File: src/uerx_regs.vh
// Function
// - Received break is handled as framing error
// - Long break closes frame, stores zero word
// - After break wait for high line
// - Idle flag low from start to last data bit
// - Word transfer sets avail flag, may interrupt
// - Four buffered words, fifth overruns
// - Overrun keeps buffer, overwrites shifter, interrupts
// - Overrun clears on status then data read
// - Avail clears once reads empty the buffer, no status needed
// - Noise flag rises with avail, interrupts via error enable
// - Noise flag clears when its word is read, no status needed
// - Error kinds set sticky flags with interrupt
// - Low stop bit sets framing error flag
// - Parity mismatch per type sets parity flag
// - Interrupt is low pulse, nine sources
// - Own tx enables, shared rx enable
// - Status flags read-only, cleared by actions
// - Address detect gates interrupt on top bit
// - Stopped port clock pauses, keeps registers
// - Pin falling edge wakes stopped port
// - Tx flags clear on status then write
// - Sixteen times oversampling, three sample vote
`ifndef UERX_REGS_VH
`define UERX_REGS_VH

`define UERX_OVS_W      4
`define UERX_DECIDE     4'hA
`define UERX_DEPTH      3'h4
`define UERX_WORD_W     9
`define UERX_ENT_W      12
`define UERX_F_NZ       9
`define UERX_F_FE       10
`define UERX_F_PE       11
`define UERX_PAR_EVEN   2'h0
`define UERX_PAR_ODD    2'h1
`define UERX_PAR_MARK   2'h2
`define UERX_PAR_SPACE  2'h3
`define UERX_STK_NZ     0
`define UERX_STK_FE     1
`define UERX_STK_PE     2
`define UERX_WAKE_HOLD  16

`endif

File: src/uerx_vote.v
`timescale 1ns/1ps
module uerx_vote (
   input  wire clk,
   input  wire reset,
   input  wire tick,
   input  wire din,
   output wire bit_o,
   output wire noise_o
);

   reg [2:0] smp_r;

   // three most recent 16x samples
   always @(posedge clk) begin
      if (reset) begin
         smp_r <= 3'h7;
      end else if (tick) begin
         smp_r <= {smp_r[1:0], din};
      end
   end

   assign bit_o   = (smp_r[0] & smp_r[1]) | (smp_r[1] & smp_r[2]) |
                    (smp_r[0] & smp_r[2]);
   assign noise_o = ~(&smp_r) & (|smp_r);

endmodule // uerx_vote

File: src/uerx_top.v
`timescale 1ns/1ps
`include "uerx_regs.vh"
module uerx_top #(
   parameter DIV_W     = 16,
   parameter WAKE_HOLD = `UERX_WAKE_HOLD
) (
   input  wire             CLK_SYS,
   input  wire             RESET,
   input  wire             PORT_CLK_RUN,
   input  wire             RX_PIN,
   input  wire [DIV_W-1:0] BAUD_DIV,
   input  wire             PORT_ENABLE,
   input  wire             RECEIVER_ENABLE,
   input  wire             NINE_BIT_SELECT,
   input  wire             PARITY_ENABLE,
   input  wire [1:0]       PARITY_TYPE,
   input  wire             TWO_STOP,
   input  wire [2:0]       RX_TRIG_LEVEL,
   input  wire             RX_IRQ_ENABLE,
   input  wire             TX_EMPTY_IRQ_EN,
   input  wire             TX_IDLE_IRQ_EN,
   input  wire             GLOBAL_ERROR_IRQ_ENABLE,
   input  wire             ADDR_DETECT_ENABLE,
   input  wire             PIN_WAKE_ENABLE,
   input  wire             STATUS_ACCESS,
   input  wire             DATA_READ,
   input  wire             DATA_WRITE,
   input  wire [2:0]       STICKY_CLEAR,
   input  wire             TX_EMPTY_SET,
   input  wire             TX_IDLE_SET,
   output reg  [8:0]       RX_DATA,
   output reg  [2:0]       RX_COUNT,
   output reg              RX_DATA_AVAIL_FLAG,
   output reg              RX_IDLE_FLAG,
   output reg              OVERRUN_FLAG,
   output reg              NOISE_FLAG,
   output reg              FRAME_ERR_FLAG,
   output reg              PARITY_ERR_FLAG,
   output reg              STICKY_NOISE_FLAG,
   output reg              STICKY_FRAME_FLAG,
   output reg              STICKY_PARITY_FLAG,
   output reg              TX_EMPTY_FLAG,
   output reg              TX_IDLE_FLAG,
   output reg              WAKE_EVENT,
   output reg              PORT_IRQ_N
);

   localparam [6:0] S_IDLE  = 7'h01;
   localparam [6:0] S_START = 7'h02;
   localparam [6:0] S_DATA  = 7'h04;
   localparam [6:0] S_PAR   = 7'h08;
   localparam [6:0] S_STOP  = 7'h10;
   localparam [6:0] S_STOP2 = 7'h20;
   localparam [6:0] S_BRK   = 7'h40;

   // expected parity for the selected type
   function par_exp;
      input [1:0] ptype;
      input [8:0] word;
      begin
         case (ptype)
            `UERX_PAR_EVEN: par_exp = ^word;
            `UERX_PAR_ODD:  par_exp = ~(^word);
            `UERX_PAR_MARK: par_exp = 1'b1;
            default:        par_exp = 1'b0;
         endcase
      end
   endfunction

   reg                   rx_m_r;
   reg                   rx_s_r;
   reg                   rx_d_r;
   reg [DIV_W-1:0]       div_r;
   reg [`UERX_OVS_W-1:0] ovs_r;
   reg [3:0]             bit_r;
   reg [6:0]             st_r;
   reg [8:0]             sh_r;
   reg                   nz_r;
   reg                   pe_r;
   reg [`UERX_ENT_W-1:0] mem [0:3];
   reg [1:0]             wr_ptr_r;
   reg [1:0]             rd_ptr_r;
   reg                   stat_seen_r;
   reg                   wake_pend_r;
   reg [7:0]             hold_r;
   reg                   hold_act_r;
   reg                   wake_irq_r;

   wire       run;
   wire       tick;
   wire       vbit;
   wire       vnoise;
   wire       dec;
   wire       rx_on;
   wire       fin;
   wire       fin_fe;
   wire       fin_nz;
   wire       fin_pe;
   wire       msb;
   wire       pop;
   wire       push;
   wire       ovr;
   wire [2:0] cnt_after;
   wire       seq_rd;
   wire       seq_wr;
   wire       e_rx;
   wire       e_adr;
   wire       e_ovr;
   wire       e_err;
   wire       e_tx;
   wire       any_evt;
   wire [3:0] last_bit;

   // a stopped port clock freezes the receive state; the pin crossing and wake detect keep running
   assign run   = PORT_CLK_RUN;
   assign tick  = run & (div_r == BAUD_DIV);
   assign dec   = tick & (ovs_r == `UERX_DECIDE);
   assign rx_on = PORT_ENABLE & RECEIVER_ENABLE & ~hold_act_r;
   assign last_bit = NINE_BIT_SELECT ? 4'h8 : 4'h7;

   // pin crossing; the second stage feeds logic, the third only the wake edge detect
   always @(posedge CLK_SYS) begin
      if (RESET) begin
         rx_m_r <= 1'b1;
         rx_s_r <= 1'b1;
         rx_d_r <= 1'b1;
      end else begin
         rx_m_r <= RX_PIN;
         rx_s_r <= rx_m_r;
         rx_d_r <= rx_s_r;
      end
   end

   always @(posedge CLK_SYS) begin
      if (RESET) begin
         div_r <= {DIV_W{1'b0}};
      end else if (run) begin
         div_r <= tick ? {DIV_W{1'b0}} : div_r + 1'b1;
      end
   end

   uerx_vote u_vote (
      .clk     (CLK_SYS),
      .reset   (RESET),
      .tick    (tick),
      .din     (rx_s_r),
      .bit_o   (vbit),
      .noise_o (vnoise)
   );

   // frame closes at the last stop bit, or at the first stop bit if that one is low
   assign fin    = dec & ((st_r == S_STOP & (~vbit | ~TWO_STOP)) |
                          (st_r == S_STOP2));
   assign fin_fe = ~vbit;
   assign fin_nz = nz_r | vnoise;
   assign fin_pe = pe_r;
   assign msb    = NINE_BIT_SELECT ? sh_r[8] : sh_r[7];

   always @(posedge CLK_SYS) begin
      if (RESET) begin
         st_r  <= S_IDLE;
         ovs_r <= {`UERX_OVS_W{1'b0}};
         bit_r <= 4'h0;
         sh_r  <= 9'h000;
         nz_r  <= 1'b0;
         pe_r  <= 1'b0;
      end else if (run) begin
         if (tick) begin
            ovs_r <= ovs_r + 1'b1;
         end
         if (~rx_on) begin
            st_r <= S_IDLE;
         end else begin
            case (st_r)
               S_IDLE: begin
                  if (tick & ~rx_s_r) begin
                     st_r  <= S_START;
                     ovs_r <= 4'h1;
                  end
               end
               S_START: begin
                  if (dec) begin
                     if (vbit) begin
                        st_r <= S_IDLE;
                     end else begin
                        st_r  <= S_DATA;
                        bit_r <= 4'h0;
                        sh_r  <= 9'h000;
                        nz_r  <= vnoise;
                        pe_r  <= 1'b0;
                     end
                  end
               end
               S_DATA: begin
                  if (dec) begin
                     // shift register is overwritten on overrun too
                     sh_r[bit_r] <= vbit;
                     nz_r        <= nz_r | vnoise;
                     if (bit_r == last_bit) begin
                        st_r <= PARITY_ENABLE ? S_PAR : S_STOP;
                     end else begin
                        bit_r <= bit_r + 1'b1;
                     end
                  end
               end
               S_PAR: begin
                  if (dec) begin
                     pe_r <= vbit ^ par_exp(PARITY_TYPE, sh_r);
                     nz_r <= nz_r | vnoise;
                     st_r <= S_STOP;
                  end
               end
               S_STOP: begin
                  if (dec) begin
                     if (~vbit) begin
                        st_r <= S_BRK;
                     end else if (TWO_STOP) begin
                        st_r <= S_STOP2;
                        nz_r <= nz_r | vnoise;
                     end else begin
                        st_r <= S_IDLE;
                     end
                  end
               end
               S_STOP2: begin
                  if (dec) begin
                     st_r <= vbit ? S_IDLE : S_BRK;
                  end
               end
               S_BRK: begin
                  // a still-low line is not taken as a new start bit
                  if (tick & rx_s_r) begin
                     st_r <= S_IDLE;
                  end
               end
               default: begin
                  st_r <= S_IDLE;
               end
            endcase
         end
      end
   end

   always @(posedge CLK_SYS) begin
      if (RESET) begin
         RX_IDLE_FLAG <= 1'b1;
      end else if (run) begin
         RX_IDLE_FLAG <= ~(st_r == S_START | st_r == S_DATA);
      end
   end

   // four entries; a fifth word waits only in the shifter
   assign pop       = run & DATA_READ & (RX_COUNT != 3'h0);
   assign push      = fin & ((RX_COUNT != `UERX_DEPTH) | pop);
   assign ovr       = fin & ~push;
   assign cnt_after = RX_COUNT + {2'h0, push} - {2'h0, pop};

   always @(posedge CLK_SYS) begin
      if (push) begin
         mem[wr_ptr_r] <= {fin_pe, fin_fe, fin_nz, sh_r};
      end
   end

   always @(posedge CLK_SYS) begin
      if (RESET) begin
         wr_ptr_r <= 2'h0;
         rd_ptr_r <= 2'h0;
         RX_COUNT <= 3'h0;
      end else begin
         if (push) begin
            wr_ptr_r <= wr_ptr_r + 1'b1;
         end
         if (pop) begin
            rd_ptr_r <= rd_ptr_r + 1'b1;
         end
         RX_COUNT <= cnt_after;
      end
   end

   // head word and its per-word flags, one cycle after any change
   always @(posedge CLK_SYS) begin
      if (RESET) begin
         RX_DATA            <= 9'h000;
         NOISE_FLAG         <= 1'b0;
         FRAME_ERR_FLAG     <= 1'b0;
         PARITY_ERR_FLAG    <= 1'b0;
         RX_DATA_AVAIL_FLAG <= 1'b0;
      end else if (run) begin
         RX_DATA_AVAIL_FLAG <= (RX_COUNT != 3'h0);
         if (RX_COUNT != 3'h0) begin
            RX_DATA         <= mem[rd_ptr_r][8:0];
            NOISE_FLAG      <= mem[rd_ptr_r][`UERX_F_NZ];
            FRAME_ERR_FLAG  <= mem[rd_ptr_r][`UERX_F_FE];
            PARITY_ERR_FLAG <= mem[rd_ptr_r][`UERX_F_PE];
         end else begin
            RX_DATA         <= 9'h000;
            NOISE_FLAG      <= 1'b0;
            FRAME_ERR_FLAG  <= 1'b0;
            PARITY_ERR_FLAG <= 1'b0;
         end
      end
   end

   // status access arms the clearing data access
   assign seq_rd = run & DATA_READ & stat_seen_r;
   assign seq_wr = run & DATA_WRITE & stat_seen_r;

   always @(posedge CLK_SYS) begin
      if (RESET) begin
         stat_seen_r <= 1'b0;
      end else if (run) begin
         if (STATUS_ACCESS) begin
            stat_seen_r <= 1'b1;
         end else if (DATA_WRITE) begin
            stat_seen_r <= 1'b0;
         end else if (DATA_READ & (cnt_after == 3'h0)) begin
            // reads keep the sequence open until the buffer drains
            stat_seen_r <= 1'b0;
         end
      end
   end

   // set wins over clear on every hardware flag
   always @(posedge CLK_SYS) begin
      if (RESET) begin
         OVERRUN_FLAG       <= 1'b0;
         TX_EMPTY_FLAG      <= 1'b0;
         TX_IDLE_FLAG       <= 1'b0;
         STICKY_NOISE_FLAG  <= 1'b0;
         STICKY_FRAME_FLAG  <= 1'b0;
         STICKY_PARITY_FLAG <= 1'b0;
      end else if (run) begin
         OVERRUN_FLAG  <= ovr | (OVERRUN_FLAG & ~seq_rd);
         TX_EMPTY_FLAG <= TX_EMPTY_SET | (TX_EMPTY_FLAG & ~seq_wr);
         TX_IDLE_FLAG  <= TX_IDLE_SET | (TX_IDLE_FLAG & ~seq_wr);
         STICKY_NOISE_FLAG  <= (fin & fin_nz) |
            (STICKY_NOISE_FLAG & ~STICKY_CLEAR[`UERX_STK_NZ]);
         STICKY_FRAME_FLAG  <= (fin & fin_fe) |
            (STICKY_FRAME_FLAG & ~STICKY_CLEAR[`UERX_STK_FE]);
         STICKY_PARITY_FLAG <= (fin & fin_pe) |
            (STICKY_PARITY_FLAG & ~STICKY_CLEAR[`UERX_STK_PE]);
      end
   end

   // wake only while stopped; data during the hold is ignored
   always @(posedge CLK_SYS) begin
      if (RESET) begin
         wake_pend_r <= 1'b0;
         WAKE_EVENT  <= 1'b0;
         hold_r      <= 8'h00;
         hold_act_r  <= 1'b0;
         wake_irq_r  <= 1'b0;
      end else begin
         WAKE_EVENT <= 1'b0;
         wake_irq_r <= 1'b0;
         if (~run & ~wake_pend_r & PIN_WAKE_ENABLE & PORT_ENABLE &
             RECEIVER_ENABLE & RX_IRQ_ENABLE & rx_d_r & ~rx_s_r) begin
            wake_pend_r <= 1'b1;
            WAKE_EVENT  <= 1'b1;
         end else if (run & wake_pend_r & ~hold_act_r) begin
            hold_act_r <= 1'b1;
            hold_r     <= 8'h00;
         end else if (run & hold_act_r) begin
            if (hold_r == WAKE_HOLD[7:0] - 8'h01) begin
               hold_act_r  <= 1'b0;
               wake_pend_r <= 1'b0;
               wake_irq_r  <= 1'b1;
            end else begin
               hold_r <= hold_r + 8'h01;
            end
         end
      end
   end

   // noise raises the error source too, like framing and parity errors
   assign e_rx  = push & RX_IRQ_ENABLE & (cnt_after >= RX_TRIG_LEVEL) &
                  (~ADDR_DETECT_ENABLE | msb);
   assign e_adr = push & ADDR_DETECT_ENABLE & msb;
   assign e_ovr = ovr & RX_IRQ_ENABLE;
   assign e_err = GLOBAL_ERROR_IRQ_ENABLE & fin &
                  (fin_nz | fin_fe | fin_pe);
   assign e_tx  = run & ((TX_EMPTY_SET & ~TX_EMPTY_FLAG & TX_EMPTY_IRQ_EN) |
                  (TX_IDLE_SET & ~TX_IDLE_FLAG & TX_IDLE_IRQ_EN));
   assign any_evt = e_rx | e_adr | e_ovr | e_err | e_tx | wake_irq_r;

   always @(posedge CLK_SYS) begin
      if (RESET) begin
         PORT_IRQ_N <= 1'b1;
      end else begin
         PORT_IRQ_N <= ~any_evt;
      end
   end

endmodule // uerx_top

File: config.mk
export PLATFORM = sky130hd
export DESIGN_NAME = uerx_top
export DESIGN_NICKNAME = d
export VERILOG_FILES = /design/src/uerx_vote.v /design/src/uerx_top.v
export VERILOG_INCLUDE_DIRS = /design/src
export SDC_FILE = /design/constraint.sdc
export NUM_CORES = 1
export LEC_CHECK = 0
export BUFFER_PORTS_ARGS = -buffer_cell sky130_fd_sc_hd__buf_4
export CAP_MARGIN = 30
export CELL_PAD_IN_SITES_DETAIL_PLACEMENT = 1
export CELL_PAD_IN_SITES_GLOBAL_PLACEMENT = 2
export CORE_UTILIZATION = 38
export CTS_CLUSTER_SIZE = 30
export DETAILED_ROUTE_END_ITERATION = 7
export PLACE_DENSITY_LB_ADDON = 0.1
export REMOVE_ABC_BUFFERS = 1
export SLEW_MARGIN = 20
export SYNTH_ARGS = -nofsm -noshare
export SYNTH_HDL_FRONTEND = slang
export SYNTH_SLANG_ARGS = --single-unit
File: constraint.sdc
create_clock -name CLK_SYS -period 4.4 [get_ports CLK_SYS]
set_clock_uncertainty 0.05 [all_clocks]
set_input_delay 0.22 -clock CLK_SYS [delete_from_list [all_inputs] [get_ports CLK_SYS]]
set_output_delay 0.22 -clock CLK_SYS [all_outputs]
set_load 0.02 [all_outputs]
==> flow_summary_export.csv, run 1 <==
group,metric,value,unit
status,outcome,"completed",
hold_path,hold_depth,3,
worst_setup_path,cp_max_fo,5,
synthesis,synth_edf_count,48,
finish,final_common_cell,"dfxtp_1",
worst_setup_path,crit_chain,"xor2_1 > nor4_2 > nand2_1 > nor4b_4 > and3_1 > inv_1 > ha_1 > inv_1 > ha_1 > fa_1 > xnor2_1 > xnor2_1 > inv_1 > ha_1 > a21oi_1 > o21ai_0 > nand2_1 > a31oi_1 > o21ai_0",
synthesis,syn_area,6430,µm²
worst_setup_path,r2r_end,"PORT_IRQ_N",
drt,wl,15400,µm
clocking,cts_tree,"done",
finish,nNetsFinal,757,
synthesis,synth_xor_area_share,7.76,%
worst_setup_path,critical_path_class,"reg2reg",
synthesis,ys_ff_latch,139,
drt,wl_per_cell,16.6,µm
worst_setup_path,rrSetupSlack,0.36,ns
worst_setup_path,required,4.63,ns
synthesis,synth_top_family_by_area,"simple AND/OR/NAND/NOR gates",
synthesis,synth.area.top_cells,"dfxtp_1 28%, edfxtp_1 22%, xor2_1 4.8%, nor2_1 4.3%, mux4_2 4.2%",
floorplanning,chipHeight,132,µm
placed_design,gp_congestion,0.815,
timing,fin_ws,0.364,ns
synthesis,syn_inst,624,
timing,period_share,91.7,%
timing,final-hold-violation-count,0,
pwr,seqPwrFrac,45.8,%
hold_path,hold_path_class,"in2reg",
drt,ant_nets,0,
worst_setup_path,rr_worst_depth,19,
finish,antennaDiodeCount,0,
worst_setup_path,crit_slowest_cell,"fa_1",
timing,fmax,248,MHz
global_routing,grt_use_total,18.7,%
pwr,pwr-share-comb,8.2,%
floorplanning,die_area,17400,µm²
hold_path,min_from,"TX_IDLE_SET",
synthesis,synth_mux_area_share,6.73,%
floorplanning,io_pins,69,
worst_setup_path,reg2reg_from,"div_r[11]",
timing,tightestPinTransition,0.895,ns
pwr,p_int,2.25,mW
clocking,clock_latency,0.42,ns
worst_setup_path,worst_path_largest_cell_delay,0.38,ns
worst_setup_path,crit_buf_inv,3,
synthesis,synthFlopType,"dfxtp_1",
flow_run,drv_cap,0,
finish,final_cell_mix,"91 x dfxtp_1, 74 x buf_4, 73 x nor2_1",
global_routing,antenna_found_initial,0,
timing,layout_min_cycle_time,4.04,ns
worst_setup_path,crit_family,"simple AND/OR/NAND/NOR gates",
hold_path,min_to,"TX_IDLE_FLAG",
synthesis,synth_cell_types,64,
synthesis,yosys.area_share.simple,20.0,%
drt,viasPerCell,5.10,
pwr,cellPowerDensity,387,nW/µm²
clocking,cts-root-buf,"clkbuf_16",
pwr,netSwitchingFraction,25.1,%
global_routing,grt_pass1_wl,25500,µm
global_routing,grt_max_degree,37,
synthesis,synth_compound_area_share,7.65,%
placed_design,dp.final_hpwl,11100,µm
drt,drtIter0Drc,143,
timing,drv_slew,0,
clocking,cts_buffers,17,
drt,vias,4730,
worst_setup_path,startpoint_type,"flop",
pwr,power.net_switching,0.753,mW
finish,drive_above_1_share,20.2,%
drt,dr.pass1.iters,4,
floorplanning,die_w,132,µm
synthesis,yosys_warnings,0,
synthesis,synthAdderAreaFrac,3.79,%
worst_setup_path,arrival,4.27,ns
pwr,max-vdd-ir-drop,0.252,mV
pwr,pwr-share-clk,45.9,%
clocking,cts.sinks,139,
timing,rsz0062_at_grt,"false",
drt,drc_errors,0,
clocking,h-tree-depth,4,
floorplanning,rows,47,
clocking,cts_buffer_depth,2,
placed_design,io_buffers,68,
timing,setup_viol,0,
synthesis,synthArstFlopShare,0,%
placed_design,dp_slack,0.197,ns
synthesis,avgSynthCellArea,10.3,µm²
timing,slew_headroom,40.1,%
pwr,p_leak,3.12,nW
worst_setup_path,cp-end-kind,"flop",
clocking,clkTransAtPathRegs,0.06,ns
finish,area_delta_synth_final,20.4,%
floorplanning,initial_core_util,38.9,%
synthesis,ys_seq_area_share,50.7,%
global_routing,grt_pass1_vias,4854,
global_routing,overflow,0,
floorplanning,core,16500,µm²
synthesis,synth_top_area_share,28.3,%
timing,fin_tns_setup,0,ns
synthesis,yosysTopAreaCell,"dfxtp_1",
## layout make-up
cell class	count	area, µm²
Fill cell	1870	8780
Clock inverter	14	133
Multi-Input combinational cell	432	2960
Inverter	29	109
Tap cell	220	275
Clock buffer	18	429
Timing Repair Buffer	76	576
Sequential cell	139	3260
## power by group through the flow
stage	clock network [mW]	logic, mW	registers (mW)
global placement	0	0.243	1.40
floorplan	0	0.130	1.41
global route	1.47	0.274	1.38
CTS	1.41	0.251	1.38
finish	1.38	0.247	1.37
detailed placement	0	0.249	1.40
## layer usage
metal	part of all wire (%)	wire length [µm]	vias up	global-route usage [%]
li1	-	-	2338	-
met1	47	7180	2300	23.5
met2	49	7570	72	31.7
met3	2.7	423	20	4.08
met4	1.4	221	0	6.72
met5	0	0	-	0
## synth_stat cells (all sizes together) (2+ instances only)
cell	n
o31a	2
edfxtp	48
o211ai	2
and4	2
clkbuf	16
nand2	61
nand3	25
nor4b	2
or3	3
nand3b	5
nand4	21
ha	17
inv	28
mux2i	14
nor4	8
mux4	12
dfxtp	91
a22oi	5
a31o	2
and3	8
xnor2	22
and2	5
buf	8
nor2	74
a21oi	22
o21ai	24
a211oi	5
a31oi	6
mux2	2
nand2b	8
nor3	11
or2	9
nor2b	6
a21o	2
xor2	35
## how the worst max path moves through the flow
stage / start / to / slack (ns) / depth (start not counted)
2_1_floorplan: div_r[10] / PORT_IRQ_N / 0.57 / 19
3_3_place_gp: div_r[3] / PORT_IRQ_N / 0.35 / 19
3_5_place_dp: div_r[3] / PORT_IRQ_N / 0.20 / 19
5_1_grt: div_r[11] / PORT_IRQ_N / 0.02 / 19
6_report: div_r[11] / PORT_IRQ_N / 0.36 / 19
4_1_cts: div_r[3] / PORT_IRQ_N / 0.18 / 19
## state kept, by name (all words and copies together), names as in the netlist, 2 cells and up, named ones only
register	flops
mem	48
div_r	16
RX_DATA	9
sh_r	9
hold_r	8
st_r	7
bit_r	4
ovs_r	4
RX_COUNT	3
u_vote.smp_r	3
rd_ptr_r	2
wr_ptr_r	2
## metrics by stage
step | hold WS [ns] | cells | instance area, µm² | power, mW | utilization [%]
3_3_place_gp | 0.346 | 893 | 7150 | 1.65 | 43.3
2_1_floorplan | 0.237 | 600 | 6320 | 1.54 | -
6_report | 0.0249 | 928 | 7740 | 3.00 | 46.9
4_1_cts | 0.0130 | 927 | 7730 | 3.04 | 46.8
3_5_place_dp | 0.355 | 893 | 7150 | 1.65 | 43.3
5_1_grt | 0.0221 | 928 | 7740 | 3.12 | 46.9
## timing repair
item	in CTS	in global routing
setup buffers	0	1
hold buffers	2	0
hold endpoints to repair	2	0
setup endpoints to repair	0	1
gates resized for setup	0	1
## cell families after synthesis
logic type / count (synthesis)
AOI/OAI and AO/OA: 77
xor gates and xnor gates: 57
adders and majority gates: 19
buffers and inverters: 53
DFF: 139
muxes: 28
and+or+nand+nor: 251
## worst register-to-register path: cells and delay by family (launching register included)
kind | cells | cell delay [ns]
flip-flops | 1 | 0.35
buffers and inverters | 3 | 0.16
AND/OR/NAND/NOR | 5 | 1.19
adder cells (fa/ha/maj) | 4 | 1.09
AO/OA/AOI/OAI | 4 | 0.44
XOR/XNOR | 3 | 0.59
No activity file was read; power rests on OpenSTA's default activity.
==> inputs of run 2 (changes only) <==
BUFFER_PORTS_ARGS = -buffer_cell sky130_fd_sc_hd__clkbuf_2   (was -buffer_cell sky130_fd_sc_hd__buf_4)
==> flow_summary_export.csv, run 2 (synthesized netlist as in run 1, its figures left out) <==
group,metric,value,unit
status,outcome,"completed",
timing,fmax,244,MHz
global_routing,grt_max_degree,24,
global_routing,antenna_found_initial,0,
clocking,clkTransAtPathRegs,0.07,ns
pwr,cellPowerDensity,387,nW/µm²
timing,tightestPinTransition,0.917,ns
worst_setup_path,startpoint_type,"flop",
finish,final_cells,930,
drt,wl_per_cell,16.9,µm
clocking,h-tree-depth,4,
drt,viasPerCell,5.12,
clocking,cts.sinks,139,
pwr,max-vdd-ir-drop,0.277,mV
floorplanning,initial_core_util,38.9,%
timing,drv_slew,0,
floorplanning,chipHeight,132,µm
drt,drc_errors,0,
hold_path,hold_depth,3,
global_routing,grt_pass1_wl,26100,µm
drt,ant_nets,0,
floorplanning,rows,47,
finish,nNetsFinal,759,
timing,fin_tns_setup,0,ns
clocking,cts-root-buf,"clkbuf_16",
clocking,cts_tree,"done",
worst_setup_path,critical_path_class,"reg2reg",
finish,reg_top3,"mem x48, div_r x16",
drt,wl,15700,µm
placed_design,place_inst,895,
flow_run,drv_cap,0,
finish,final_cell_mix,"91 x dfxtp_1, 73 x nor2_1, 68 x clkbuf_2",
floorplanning,die_w,132,µm
global_routing,grt_pass1_vias,5090,
finish,area_delta_synth_final,17.8,%
worst_setup_path,required,4.64,ns
finish,largest_reg_flops,48,
placed_design,io_buffers,68,
drt,dr.pass1.iters,4,
timing,final-hold-violation-count,0,
drt,drtIter0Drc,124,
worst_setup_path,cp_max_fo,3,
worst_setup_path,arrival,4.35,ns
worst_setup_path,rr_worst_depth,19,
finish,drive_above_1_share,20.4,%
floorplanning,core,16500,µm²
timing,period_share,93.3,%
hold_path,hold_path_class,"in2reg",
placed_design,dp_slack,0.249,ns
pwr,p_leak,3.07,nW
worst_setup_path,cp-end-kind,"flop",
placed_design,dp.final_hpwl,11200,µm
timing,rsz0062_at_grt,"false",
placed_design,gp_congestion,0.806,
timing,fin_ws,0.295,ns
timing,setup_viol,0,
clocking,cts_buffer_depth,2,
global_routing,overflow,0,
finish,regMostFlops,"mem",
timing,slew_headroom,38.7,%
timing,layout_min_cycle_time,4.11,ns
clocking,clock_latency,0.43,ns
drt,vias,4761,
finish,antennaDiodeCount,0,
global_routing,grt_use_total,19.3,%
finish,final_common_cell,"dfxtp_1",
floorplanning,die_area,17400,µm²
floorplanning,io_pins,69,
clocking,cts_buffers,17,
[run 2: changes by cell type in the layout (fill, tap and decap cells not counted)]
cell / change
buf_4: -66
bufinv_16: -1
clkbuf_2: +68
clkbuf_8: +1
clkinv_2: -1
clkinv_4: +2
inv_6: -1
[run 2: area by class of cell]
class	count	area (µm²)
Clock buffer	19	443
Clock inverter	13	106
Fill cell	1862	8950
Inverter	29	109
Multi-Input combinational cell	432	2960
Sequential cell	139	3260
Tap cell	220	275
Timing Repair Buffer	78	420
[run 2: routing by layer]
metal | wire length, µm | global-route usage, %
met1 | 7160 | 23.6
met2 | 7930 | 34.2
met3 | 375 | 3.54
met4 | 213 | 6.40
met5 | 0 | 0
[run 2: metrics by stage]
step                cell area (µm²)  power (mW)  hold slack (ns)  utilization (%)
floorplan                      6320        1.54            0.237                -
global placement               6990        1.63            0.346             42.3
detailed placement             6990        1.63            0.353             42.3
CTS                            7560        2.97           0.0141             45.8
global route                   7580        3.05           0.0334             45.8
finish                         7580        2.93           0.0285             45.8
[run 2: repair_timing]
action	4_1_cts	5_1_grt
endpoints found under the setup margin	0	1
endpoints found under the hold margin	2	0
hold buffers	2	0
setup buffers	0	1
gates resized for setup	0	1
[run 2: report_power, final]
group	switching, mW	total, mW	internal, mW	leakage (nW)
registers	0.0347	1.37	1.34	1.28
clock network	0.579	1.33	0.746	0.262
logic	0.129	0.230	0.101	1.54
[run 2: worst paths after layout]
check	start	end	slack, ns
hold reg to reg	rx_m_r	rx_s_r	0.37
hold / removal	TWO_STOP	st_r[5]	0.03
setup reg to reg	div_r[10]	PORT_IRQ_N	0.29
setup / recovery	div_r[10]	PORT_IRQ_N	0.29
[run 2: critical path: stages (launching register included)]
cell and delay (ns):
dfxtp_1 0.34, xor2_1 0.18, nor4_2 0.33, nand3_2 0.17, nor4b_4 0.44, and3_1 0.25
inv_1 0.06, ha_1 0.27, inv_1 0.04, ha_1 0.18, fa_1 0.39, xnor2_1 0.15
xnor2_1 0.23, inv_1 0.08, ha_1 0.27, a21oi_1 0.05, o21ai_0 0.15, nand2_1 0.07
a31oi_1 0.18, o21ai_0 0.09
==> inputs of run 3 (changes only) <==
CTS_CLUSTER_SIZE = 20   (was 30)
SYNTH_HIERARCHICAL = 1   (was not set)
==> flow_summary_export.csv, run 3 <==
group,metric,value,unit
finish,largest_reg_flops,48,
synthesis,synth_top_family_by_area,"simple AND/OR/NAND/NOR gates",
pwr,cellPowerDensity,410,nW/µm²
finish,nNetsFinal,745,
global_routing,grt_pass1_wl,26900,µm
placed_design,dp_slack,0.437,ns
synthesis,synth_common_cells,"91 x dfxtp_1, 70 x nor2_1, 48 x edfxtp_1",
pwr,max-vdd-ir-drop,0.261,mV
clocking,cts-root-buf,"clkbuf_16",
drt,dr.pass1.iters,5,
status,outcome,"completed",
timing,drv_slew,0,
global_routing,grt_use_total,20.0,%
clocking,cts_tree,"done",
synthesis,yosys.area_share.simple,19.5,%
floorplanning,chipHeight,131,µm
drt,drc_errors,0,
floorplanning,initial_core_util,39.5,%
drt,viasPerCell,5.21,
floorplanning,io_pins,69,
global_routing,grt_pass1_vias,5109,
synthesis,synth_top_area_share,28.6,%
worst_setup_path,rrSetupSlack,0.46,ns
timing,fmax,254,MHz
worst_setup_path,required,4.67,ns
drt,drtIter0Drc,207,
synthesis,synthFlopType,"dfxtp_1",
global_routing,grt_max_degree,32,
global_routing,antenna_found_initial,0,
synthesis,synthAdderAreaFrac,3.81,%
floorplanning,rows,46,
floorplanning,die_w,131,µm
timing,slew_headroom,47.3,%
drt,vias,4750,
flow_run,drv_cap,0,
hold_path,hold_depth,3,
timing,tightestPinTransition,0.785,ns
clocking,h-tree-depth,4,
placed_design,dp.final_hpwl,11800,µm
timing,period_share,89.5,%
synthesis,avgSynthCellArea,10.4,µm²
synthesis,yosys_warnings,6,
finish,final_cell_mix,"91 x dfxtp_1, 70 x nor2_1, 69 x clkbuf_2",
global_routing,overflow,0,
timing,fin_tns_setup,0,ns
timing,layout_min_cycle_time,3.94,ns
timing,final-hold-violation-count,0,
floorplanning,core,16100,µm²
floorplanning,die_area,17300,µm²
clocking,clkTransAtPathRegs,0.06,ns
clocking,cts_buffers,17,
timing,fin_ws,0.462,ns
drt,ant_nets,0,
finish,area_delta_synth_final,18.8,%
hold_path,hold_path_class,"in2reg",
synthesis,synth.area.top_cells,"dfxtp_1 29%, edfxtp_1 23%, xnor2_1 4.5%, mux4_2 4.2%, nor2_1 4.1%",
finish,regMostFlops,"mem",
synthesis,synthArstFlopShare,0,%
worst_setup_path,arrival,4.21,ns
synthesis,synth_compound_area_share,9.79,%
drt,wl_per_cell,18.0,µm
synthesis,yosysTopAreaCell,"dfxtp_1",
clocking,cts.sinks,139,
worst_setup_path,critical_path_class,"reg2reg",
timing,rsz0062_at_grt,"false",
placed_design,gp_congestion,0.804,
synthesis,ys_ff_latch,139,
synthesis,syn_inst,612,
worst_setup_path,cp-end-kind,"flop",
synthesis,synth_xor_area_share,7.84,%
synthesis,syn_area,6370,µm²
clocking,post_cts_buffers,0,
synthesis,synth_cell_types,68,
finish,antennaDiodeCount,0,
clocking,cts_buffer_depth,2,
worst_setup_path,rr_worst_depth,17,
timing,setup_viol,0,
pwr,p_leak,2.83,nW
clocking,clock_latency,0.42,ns
synthesis,synth_mux_area_share,4.74,%
synthesis,synth_most_common_cell,"dfxtp_1",
finish,drive_above_1_share,19.8,%
drt,wl,16400,µm
timing,fin_hold_ws,0.0194,ns
worst_setup_path,cp_max_fo,10,
placed_design,io_buffers,68,
worst_setup_path,startpoint_type,"flop",
synthesis,synth_edf_count,48,
synthesis,ys_seq_area_share,51.3,%
finish,final_common_cell,"dfxtp_1",
finish,reg_top3,"mem x48, div_r x16",
pwr,total_power,3.10,mW
finish,fillerInstances,1823,
-- run 3: layer usage --
layer	global-route usage (%)	vias up	wire, µm	share of wire, %
met2	35.1	63	8360	51
li1	-	2342	-	-
met4	7.11	0	260	1.6
met1	24.6	2325	7500	46
met3	3.55	20	316	1.9
met5	0	-	0	0
-- run 3: cells by family (layout without fill, tap and decap cells) --
group	count (synthesis)	after routing
mux	15	15
buf+inv	48	132
fa+ha+maj	19	19
simple gates	244	244
flops	139	139
compound gates	90	90
xor+xnor	57	57
-- run 3: final cells by class --
class | count | area (µm²) | area share [%]
Clock buffer | 19 | 433 | 5.73
Tap cell | 216 | 270 | 3.57
Sequential cell | 139 | 3260 | 43.2
Inverter | 22 | 82.6 | 1.09
Multi-Input combinational cell | 425 | 2920 | 38.6
Timing Repair Buffer | 78 | 425 | 5.63
Clock inverter | 13 | 169 | 2.23
-- run 3: path summary, 6_finish.rpt --
kind | startpoint | end
min | STATUS_ACCESS | stat_seen_r
max reg2reg | st_r[0] | PORT_IRQ_N
min reg2reg | rx_m_r | rx_s_r
max | st_r[0] | PORT_IRQ_N
-- run 3: through the flow --
| step | utilization (%) | cells | instance area, µm² |
|---|---|---|---|
| 6_report | 46.9 | 912 | 7560 |
| 5_1_grt | 46.9 | 912 | 7560 |
| 4_1_cts | 46.8 | 910 | 7540 |
| 3_5_place_dp | 42.9 | 876 | 6920 |
| 3_3_place_gp | 42.9 | 876 | 6910 |
| 2_1_floorplan | - | 586 | 6260 |
-- run 3: what timing repair did --
action / in CTS / in global routing
endpoints found under the hold margin: 2 / 0
resized for setup: 0 / 0
hold buffers: 2 / 0
-- run 3: critical path, stage by stage, from the launching register on --
cell and delay, ns:
dfxtp_1 0.40, nor2_1 0.32, and3_1 0.30, nor2b_1 0.23, nand4_1 0.22, nor2b_1 0.21
inv_1 0.06, ha_1 0.26, inv_1 0.04, ha_1 0.19, fa_1 0.48, ha_1 0.29
a21o_1 0.10, a21oi_1 0.06, o21ai_0 0.14, nand2_1 0.07, a31o_2 0.23, a21o_1 0.17
-- run 3: power by group --
| part | leakage, nW | internal [mW] | total (mW) | switching (mW) |
|---|---|---|---|---|
| Sequential | 1.27 | 1.34 | 1.36 | 0.0236 |
| Combinational | 1.28 | 0.116 | 0.269 | 0.153 |
| Clock | 0.292 | 0.897 | 1.46 | 0.567 |
| Total | 2.83 | 2.35 | 3.10 | 0.744 |
